## src/hw/ipa_pkg.sv

```systemverilog
package ipa_pkg;
    // -----------------------------------------
    // Geometry
    // -----------------------------------------
    localparam int NUM_LEVELS = 8;
    localparam int LEVEL_W = 3;
    localparam logic [2:0] LEVEL_LOWEST = 3'h7;
    localparam int ADDR_W = 12;

    // -----------------------------------------
    // Register map (byte addresses)
    // -----------------------------------------
    localparam logic [11:0] REG_STATUS = 12'h000;
    localparam logic [11:0] REG_SRC_BASE = 12'h040;
    localparam logic [1:0] WORD_ALIGN = 2'h0;

    // -----------------------------------------
    // Request control word fields
    // -----------------------------------------
    localparam int FLD_PEND = 7;
    localparam int FLD_MASK = 6;
    localparam int FLD_PRIO_LSB = 0;
    localparam logic RST_MASK = 1'b1;

    // -----------------------------------------
    // Status word fields
    // -----------------------------------------
    localparam int STAT_ISR_LSB = 0;
    localparam int STAT_GATE = 8;
    localparam int STAT_NMI = 9;
    localparam int STAT_BUSY = 10;
    localparam logic GATE_RESET = 1'b1;

    // -----------------------------------------
    // Timing in system clocks
    // -----------------------------------------
    localparam int ACK_WINDOW_CLKS = 7;
    localparam int ACK_PROC_CLKS = 4;
    localparam int NOISE_CLKS = 2;
    localparam logic [2:0] WIN_LAST = 3'(ACK_WINDOW_CLKS - 1);
    localparam logic [2:0] PROC_LAST = 3'(ACK_PROC_CLKS - 1);
    localparam logic [2:0] CNT_ZERO = 3'h0;
    localparam logic [2:0] CNT_ONE = 3'h1;
    localparam logic [7:0] ISR_ONE = 8'h01;

    // -----------------------------------------
    // Types
    // -----------------------------------------
    typedef enum logic [1:0] {
        KIND_NMI,
        KIND_MASKABLE,
        KIND_TRAP,
        KIND_ILLEGAL
    } ipa_kind_t;

    typedef enum logic {
        ST_IDLE,
        ST_PROC
    } ipa_state_t;
endpackage

```

## src/hw/ipa_irq_ctrl.sv

```systemverilog
// Local design decisions: the APB slave port and the placing of the registers.
`timescale 1ns/100ps
// Functional notes
// - Reset overrides everything; no request is taken while reset is high.
// - Fixed order: non-maskable, maskable, software trap, illegal opcode.
// - Higher-priority maskable request preempts the routine in service.
// - Equal or lower priority than in-service level stays pending.
// - Maskable nesting only while the gate flag is clear.
// - Each maskable source has a 3-bit level, 0 highest, 7 lowest.
// - Reset masks every source and sets its level to 7.
// - Preempted routine resumes only after the higher one returns.
// - Pending request taken only after current routine returns.
// - No maskable acknowledge while non-maskable handler is active.
// - Least latency 11 clocks internal, 13 external.
// - Most latency 18 internal, 20 external, waived in stated cases.
// - External pins pass a noise filter adding two clocks.
// - Handler starts four clocks after acknowledge; here handlerStart rises three clocks after ackPulse.
// - No acknowledge right after allow, block or status-word load ops.
// - Pending unmasked request taken seven clocks after allow op.
// - Block op within those seven clocks cancels the acknowledge.
// - Gate set within seven clocks of pending rise cancels acknowledge.
// - Window void in low power, non-sampling op or control access.
// - Maskable acknowledge sets the gate flag.
// - In-service bit set on maskable acknowledge, cleared on maskable return.
module ipa_irq_ctrl #(
    parameter int NUM_INT = 4,
    parameter int NUM_EXT = 4
) (
    input wire logic clk,
    input wire logic rst,
    input wire logic psel,
    input wire logic penable,
    input wire logic pwrite,
    input wire logic [11:0] paddr,
    input wire logic [31:0] pwdata,
    input wire logic [3:0] pstrb,
    output logic pready,
    output logic [31:0] prdata,
    output logic pslverr,
    input wire logic [NUM_INT-1:0] intReq,
    input wire logic [NUM_EXT-1:0] externalIntPin,
    input wire logic nmiReq,
    input wire logic trapReq,
    input wire logic illegalOpcodeException,
    input wire logic irqAllowOp,
    input wire logic irqBlockOp,
    input wire logic loadSystemRegOp,
    input wire logic loadGateValue,
    input wire logic returnFromInterruptOp,
    input wire logic returnFromNmi,
    input wire logic returnFromException,
    input wire logic restoredGate,
    input wire logic lowPowerMode,
    output logic ackPulse,
    output logic [1:0] ackKind,
    output logic [$clog2(NUM_INT+NUM_EXT)-1:0] ackSource,
    output logic [2:0] ackLevel,
    output logic handlerStart,
    output logic irqGateFlag,
    output logic [7:0] inServiceLevels
);
    localparam int NSRC = NUM_INT + NUM_EXT;
    localparam int IW = $clog2(NSRC);

    // -----------------------------------------
    // State
    // -----------------------------------------
    logic [NSRC-1:0] requestPendingFlag;
    logic [NSRC-1:0] requestMaskBit;
    logic [2:0] priorityLevelField [NSRC];
    logic [NUM_EXT-1:0] extD1;
    logic [NUM_EXT-1:0] extD2;
    logic [NUM_EXT-1:0] extLevel;
    logic nmiPend;
    logic trapPend;
    logic illPend;
    logic nmiActive;
    logic [2:0] winCnt;
    logic [2:0] procCnt;
    ipa_pkg::ipa_state_t state;

    // -----------------------------------------
    // External noise filter
    // -----------------------------------------
    // Level must hold two samples before it counts
    wire [NUM_EXT-1:0] extAgree = ~(extD1 ^ extD2);
    wire [NUM_EXT-1:0] next_extLevel = (extAgree & extD2) | (~extAgree & extLevel);
    wire [NUM_EXT-1:0] extEvent = next_extLevel & ~extLevel;
    wire [NSRC-1:0] srcEvent = {extEvent, intReq};

    always_ff @(posedge clk or posedge rst) begin
        if (rst) begin
            extD1 <= '0;
            extD2 <= '0;
            extLevel <= '0;
        end else begin
            extD1 <= externalIntPin;
            extD2 <= extD1;
            extLevel <= next_extLevel;
        end
    end

    // -----------------------------------------
    // APB decode
    // -----------------------------------------
    wire apbAccess = psel && penable;
    wire apbCommit = apbAccess && pready;
    wire [11:0] srcOff = paddr - ipa_pkg::REG_SRC_BASE;
    wire isAligned = paddr[1:0] == ipa_pkg::WORD_ALIGN;
    wire isStatus = paddr == ipa_pkg::REG_STATUS;
    wire isSrc = isAligned && paddr >= ipa_pkg::REG_SRC_BASE
        && srcOff[11:2] < 10'(NSRC);
    wire [IW-1:0] srcIdx = srcOff[IW+1:2];
    wire isMapped = isStatus || isSrc;
    wire srcWrite = apbCommit && pwrite && isSrc && pstrb[0];
    // Any touch of a control word holds off the maskable acknowledge window
    wire ctrlAccess = psel && isSrc;

    // -----------------------------------------
    // Arbitration
    // -----------------------------------------
    logic bestFound;
    logic [2:0] bestLevel;
    logic [IW-1:0] bestIdx;
    logic isrBlocks;

    always_comb begin
        bestFound = 1'b0;
        bestLevel = ipa_pkg::LEVEL_LOWEST;
        bestIdx = '0;
        isrBlocks = 1'b0;
        for (int i = 0; i < NSRC; i++) begin
            if (requestPendingFlag[i] && !requestMaskBit[i]
                && (!bestFound || priorityLevelField[i] < bestLevel)) begin
                bestFound = 1'b1;
                bestLevel = priorityLevelField[i];
                bestIdx = IW'(i);
            end
        end
        for (int j = 0; j < ipa_pkg::NUM_LEVELS; j++) begin
            if (inServiceLevels[j] && 3'(j) <= bestLevel) begin
                isrBlocks = 1'b1;
            end
        end
    end

    wire nonSample = irqAllowOp || irqBlockOp || loadSystemRegOp;
    wire idleNow = state == ipa_pkg::ST_IDLE;
    wire holdOff = nonSample || ctrlAccess || lowPowerMode;
    // Only a strictly higher level may preempt the one in service
    wire intEligible = bestFound && !isrBlocks
        && !irqGateFlag && !nmiActive;
    wire winOpen = intEligible && !holdOff && idleNow;

    wire nmiFire = nmiPend && !nmiActive && idleNow && !nonSample;
    wire intFire = !nmiFire && winOpen && winCnt == ipa_pkg::WIN_LAST;
    wire trapFire = !nmiFire && !intFire && trapPend && idleNow && !nonSample;
    wire illFire = !nmiFire && !intFire && !trapFire && illPend
        && idleNow && !nonSample;
    wire anyFire = nmiFire || intFire || trapFire || illFire;

    // -----------------------------------------
    // Acknowledge window counter
    // -----------------------------------------
    // Restarts whenever eligibility drops, so a block op or gate
    // set inside the window cancels the acknowledge
    always_ff @(posedge clk or posedge rst) begin
        if (rst) begin
            winCnt <= ipa_pkg::CNT_ZERO;
        end else if (!winOpen || intFire) begin
            winCnt <= ipa_pkg::CNT_ZERO;
        end else begin
            winCnt <= winCnt + ipa_pkg::CNT_ONE;
        end
    end

    // -----------------------------------------
    // Acknowledge sequencer
    // -----------------------------------------
    always_ff @(posedge clk or posedge rst) begin
        if (rst) begin
            state <= ipa_pkg::ST_IDLE;
            procCnt <= ipa_pkg::CNT_ZERO;
            handlerStart <= 1'b0;
        end else begin
            handlerStart <= 1'b0;
            case (state)
                ipa_pkg::ST_IDLE: begin
                    procCnt <= ipa_pkg::CNT_ZERO;
                    if (anyFire) begin
                        state <= ipa_pkg::ST_PROC;
                    end
                end
                ipa_pkg::ST_PROC: begin
                    procCnt <= procCnt + ipa_pkg::CNT_ONE;
                    if (procCnt == ipa_pkg::PROC_LAST - ipa_pkg::CNT_ONE) begin
                        handlerStart <= 1'b1;
                        state <= ipa_pkg::ST_IDLE;
                    end
                end
                default: begin
                    state <= ipa_pkg::ST_IDLE;
                end
            endcase
        end
    end

    always_ff @(posedge clk or posedge rst) begin
        if (rst) begin
            ackPulse <= 1'b0;
            ackKind <= ipa_pkg::KIND_NMI;
            ackSource <= '0;
            ackLevel <= ipa_pkg::LEVEL_LOWEST;
        end else begin
            ackPulse <= anyFire;
            if (nmiFire) begin
                ackKind <= ipa_pkg::KIND_NMI;
            end else if (intFire) begin
                ackKind <= ipa_pkg::KIND_MASKABLE;
                ackSource <= bestIdx;
                ackLevel <= bestLevel;
            end else if (trapFire) begin
                ackKind <= ipa_pkg::KIND_TRAP;
            end else if (illFire) begin
                ackKind <= ipa_pkg::KIND_ILLEGAL;
            end
        end
    end

    // -----------------------------------------
    // Non-maskable and exception pending
    // -----------------------------------------
    always_ff @(posedge clk or posedge rst) begin
        if (rst) begin
            nmiPend <= 1'b0;
            trapPend <= 1'b0;
            illPend <= 1'b0;
            nmiActive <= 1'b0;
        end else begin
            nmiPend <= nmiReq || (nmiPend && !nmiFire);
            trapPend <= trapReq || (trapPend && !trapFire);
            illPend <= illegalOpcodeException || (illPend && !illFire);
            if (nmiFire) begin
                nmiActive <= 1'b1;
            end else if (returnFromInterruptOp && returnFromNmi) begin
                nmiActive <= 1'b0;
            end
        end
    end

    // -----------------------------------------
    // Gate flag and in-service levels
    // -----------------------------------------
    logic next_irqGateFlag;
    always_comb begin
        if (anyFire || irqBlockOp) begin
            next_irqGateFlag = 1'b1;
        end else if (irqAllowOp) begin
            next_irqGateFlag = 1'b0;
        end else if (loadSystemRegOp) begin
            next_irqGateFlag = loadGateValue;
        end else if (returnFromInterruptOp) begin
            next_irqGateFlag = restoredGate;
        end else begin
            next_irqGateFlag = irqGateFlag;
        end
    end

    // Maskable return drops the highest-priority (lowest) set bit
    wire isrRet = returnFromInterruptOp && !returnFromNmi && !returnFromException;
    wire [7:0] isrCleared = isrRet
        ? (inServiceLevels & (inServiceLevels - ipa_pkg::ISR_ONE))
        : inServiceLevels;
    wire [7:0] isrSet = intFire ? (ipa_pkg::ISR_ONE << bestLevel) : '0;
    wire [7:0] next_inServiceLevels = isrCleared | isrSet;

    always_ff @(posedge clk or posedge rst) begin
        if (rst) begin
            irqGateFlag <= ipa_pkg::GATE_RESET;
            inServiceLevels <= '0;
        end else begin
            irqGateFlag <= next_irqGateFlag;
            inServiceLevels <= next_inServiceLevels;
        end
    end

    // -----------------------------------------
    // Request control words
    // -----------------------------------------
    genvar g;
    generate
        for (g = 0; g < NSRC; g++) begin : gSrc
            wire hit = srcWrite && srcIdx == IW'(g);
            wire ackClr = intFire && bestIdx == IW'(g);
            wire swClr = hit && !pwdata[ipa_pkg::FLD_PEND];
            wire swSet = hit && pwdata[ipa_pkg::FLD_PEND];
            always_ff @(posedge clk or posedge rst) begin
                if (rst) begin
                    requestPendingFlag[g] <= 1'b0;
                    requestMaskBit[g] <= ipa_pkg::RST_MASK;
                    priorityLevelField[g] <= ipa_pkg::LEVEL_LOWEST;
                end else begin
                    // New event beats a clear in the same cycle
                    requestPendingFlag[g] <= srcEvent[g] || swSet
                        || (requestPendingFlag[g] && !ackClr && !swClr);
                    if (hit) begin
                        requestMaskBit[g] <= pwdata[ipa_pkg::FLD_MASK];
                        priorityLevelField[g] <= pwdata[ipa_pkg::FLD_PRIO_LSB +: 3];
                    end
                end
            end
        end
    endgenerate

    // -----------------------------------------
    // APB read path
    // -----------------------------------------
    wire [31:0] srcWord = 32'({requestPendingFlag[srcIdx], requestMaskBit[srcIdx],
        3'h0, priorityLevelField[srcIdx]});
    wire [31:0] statWord = 32'({!idleNow, nmiActive, irqGateFlag, inServiceLevels});
    wire [31:0] readMux = isStatus ? statWord : (isSrc ? srcWord : '0);

    // One wait state: answer registered on the first access cycle
    always_ff @(posedge clk or posedge rst) begin
        if (rst) begin
            pready <= 1'b0;
            prdata <= '0;
            pslverr <= 1'b0;
        end else begin
            pready <= apbAccess && !pready;
            if (apbAccess && !pready) begin
                prdata <= pwrite ? '0 : readMux;
                pslverr <= !isMapped;
            end else begin
                pslverr <= 1'b0;
            end
        end
    end
endmodule

```

## config.mk

```make
export PLATFORM = sky130hd
export DESIGN_NAME = ipa_irq_ctrl
export DESIGN_NICKNAME = d
export VERILOG_FILES = /design/src/hw/ipa_pkg.sv /design/src/hw/ipa_irq_ctrl.sv
export SDC_FILE = /design/constraint.sdc
export NUM_CORES = 1
export LEC_CHECK = 0
export BUFFER_PORTS_ARGS = -buffer_cell sky130_fd_sc_hd__buf_2
export CORE_MARGIN = 2
export CORE_UTILIZATION = 39
export CTS_CLUSTER_SIZE = 28
export DETAILED_ROUTE_END_ITERATION = 10
export PLACE_DENSITY_LB_ADDON = 0.25
export SETUP_SLACK_MARGIN = 0.02
export SLEW_MARGIN = 15
export SYNTH_ARGS = -nofsm -noshare
export SYNTH_HDL_FRONTEND = slang
export SYNTH_SLANG_ARGS = --single-unit
export TNS_END_PERCENT = 5
```

## constraint.sdc

```tcl
create_clock -name clk -period 11.8 [get_ports clk]
set_clock_uncertainty 0.15 [all_clocks]
set_input_delay 2.36 -clock clk [delete_from_list [all_inputs] [get_ports clk]]
set_output_delay 2.36 -clock clk [all_outputs]
set_load 0.02 [all_outputs]
```

==> flow_summary.json <==
{
  "grt_max_degree": 58,
  "drt-pass1-iter-count": 5,
  "ctsHoldBuffers": 0,
  "place.port_buffers": 74,
  "post-cts-setup-buffers": 0,
  "vias": 4949,
  "synth_area_leaders": "dfrtp_1, dfstp_2, mux2_2, nand2_1, mux4_2",
  "placed_cell_area_sq_mm": 0.006548,
  "yosysWarnings": 0,
  "slew_violations": 0,
  "synthDistinctLibCells": 84,
  "htreeDepth": 3,
  "fin_crit_ns": 10.91,
  "max_slew_margin": 0.3825,
  "synth_edf_count": 0,
  "netlist_area_sq_mm": 0.006032,
  "drc": 0,
  "hold_violations": 0,
  "initial_core_util": 0.3983,
  "grt_pass1_vias": 4805,
  "worst_pin_slew_ns": 0.9243,
  "hold_path.class": "reg2reg",
  "outcome": "complete, no violations",
  "ys_ff_latch": 95,
  "vdd.ir_drop.worst_mv": 0.06723,
  "antenna_found_initial": 0,
  "netlist_top_cells_count": "nand2_1, dfrtp_1, nor2_1",
  "io_pins": 126,
  "cts_buffers": 9,
  "clock-root-buffer": "clkbuf_16",
  "powerDensity_mw_per_mm2": 107.5,
  "synth_ff_type": "dfrtp_1",
  "crit_buf_inv": 5,
  "arrival_ns": 10.98,
  "vias_per_cell": 5.624,
  "cpMostUsedCell": "ha_1",
  "synth_top_cell_area_share": 0.2448,
  "holdWs_ns": 0.2600,
  "min_period_over_period": 0.9242,
  "setup_viol_count_final": 0,
  "coreArea_sq_mm": 0.01515,
  "fmax_ghz": 0.09169,
  "syn_avg_cell_area_sq_um": 9.840,
  "critPathCaptureType": "flop",
  "stdcell_area_sq_mm": 0.006895,
  "post_cts_resized": 0,
  "fp.dieArea_sq_mm": 0.01648,
  "place_congestion": 0.8730,
  "reg2reg_slack_ns": 0.89,
  "drive_gt1_frac": 0.3092,
  "hpwl_mm": 11.62,
  "drv_cap": 0,
  "nets": 771,
  "ant_nets": 0,
  "drt-wirelength-per-cell_um": 17.23,
  "max_stage_delay_ns": 0.55,
  "area_growth_pct": 14.31,
  "synth_top_area_cell": "dfrtp_1",
  "die_h_um": 128.4,
  "clk_latency_ns": 0.35,
  "critPathMaxFanout": 10,
  "tritoncts": "built",
  "crit_slowest_cell": "dfstp_2",
  "yosysSeqAreaShare": 0.4016,
  "async_reset_ff_frac": 1.000,
  "synth_cells": 613,
  "rows": 45,
  "grt_pass1_wl_mm": 24.47,
  "grtUsageTotal": 0.1873,
  "required_ns": 11.88,
  "clock_path_buffers": 2,
  "synth.most_common_cell": "nand2_1",
  "overflow": 0,
  "cp_top_family": "compound AO/OA/AOI/OAI gates",
  "die_x_um": 128.4,
  "n_antenna_cell": 0,
  "drt-initial-drc-count": 331,
  "leakage_nw": 3.054,
  "clkSlewWorstSetupHoldPaths_ns": 0.07,
  "cp-start-kind": "flop",
  "criticalPathCategory": "reg2reg",
  "wirelength_mm": 15.17,
  "clock_sink_count": 95
}
[cell families (layout without fill, tap and decap cells)]
group | Yosys count | count (layout) | share of synthesized area
other cells | 1 | 21 | 0.0006217
xor+xnor | 2 | 2 | 0.002904
fa+ha+maj | 16 | 16 | 0.03111
flops | 95 | 95 | 0.4016
mux | 59 | 59 | 0.1303
compound gates | 149 | 149 | 0.1846
simple gates | 223 | 223 | 0.1883
buf+inv | 68 | 127 | 0.06057
[metrics by stage]
step / instances / utilization / total power [mW] / worst slack (ns) / setup TNS, ns
2_1_floorplan: 633 / - / 0.4118 / 1.687 / 0
3_3_place_gp: 864 / 0.4323 / 0.4315 / 0.6042 / 0
3_5_place_dp: 864 / 0.4323 / 0.4347 / 0.3386 / 0
4_1_cts: 880 / 0.4534 / 0.7485 / 0.2965 / 0
5_1_grt: 880 / 0.4553 / 0.7728 / -0.008502 / -0.02188
6_report: 880 / 0.4553 / 0.7413 / 0.8942 / 0
[state kept, by name (all words and copies together), names as in the netlist, 2 cells and up]
name	cells
requestMaskBit	8
winCnt	3
procCnt	3
ackLevel	3
extLevel	4
ackSource	3
ackKind	2
priorityLevelField	24
extD1	4
requestPendingFlag	8
prdata	11
inServiceLevels	8
extD2	4
[final timing paths]
check                                       start                    end  cells past startpoint
worst min register to register           extD1[2]               extD2[2]                      0
worst max register to register  requestMaskBit[1]           ackSource[0]                     49
max in group asynchronous                     rst  requestPendingFlag[4]                      3
worst max-delay path            requestMaskBit[1]           ackSource[0]                     49
min in group asynchronous                     rst                pslverr                      2
worst min-delay path                     extD1[2]               extD2[2]                      0
[cell type report]
class | instances | area (sq um)
tap | 188 | 235.2
fill | 1446 | 8250
multi-input combinational | 470 | 3347
inverter | 21 | 80.08
timing repair buffer | 90 | 490.5
sequential | 95 | 2422
clock buffer | 9 | 225.2
clock inverter | 7 | 95.09
[report_power, final]
part,leakage (nW),total [mW],switching [mW],internal (mW)
Clock,0.156,0.314,0.128,0.186
Combinational,1.80,0.0717,0.0442,0.0275
Sequential,1.10,0.356,0.0130,0.343
[routing by layer]
metal,global-route usage,share of wire
met3,0.03326,0.048
met5,0,0
met4,0.06658,0.021
met2,0.3013,0.47
met1,0.2554,0.46
[cell usage in the layout (no fill, tap or decap), types with 20 or more instances in the layout]
cell / n
buf_2: 74
nand2_1: 70
nor2_1: 57
a21oi_1: 22
mux2_2: 28
inv_1: 20
o21ai_0: 31
dfstp_2: 36
conb_1: 21
dfrtp_1: 59
Note: power is estimated with default switching activity, not from simulation.
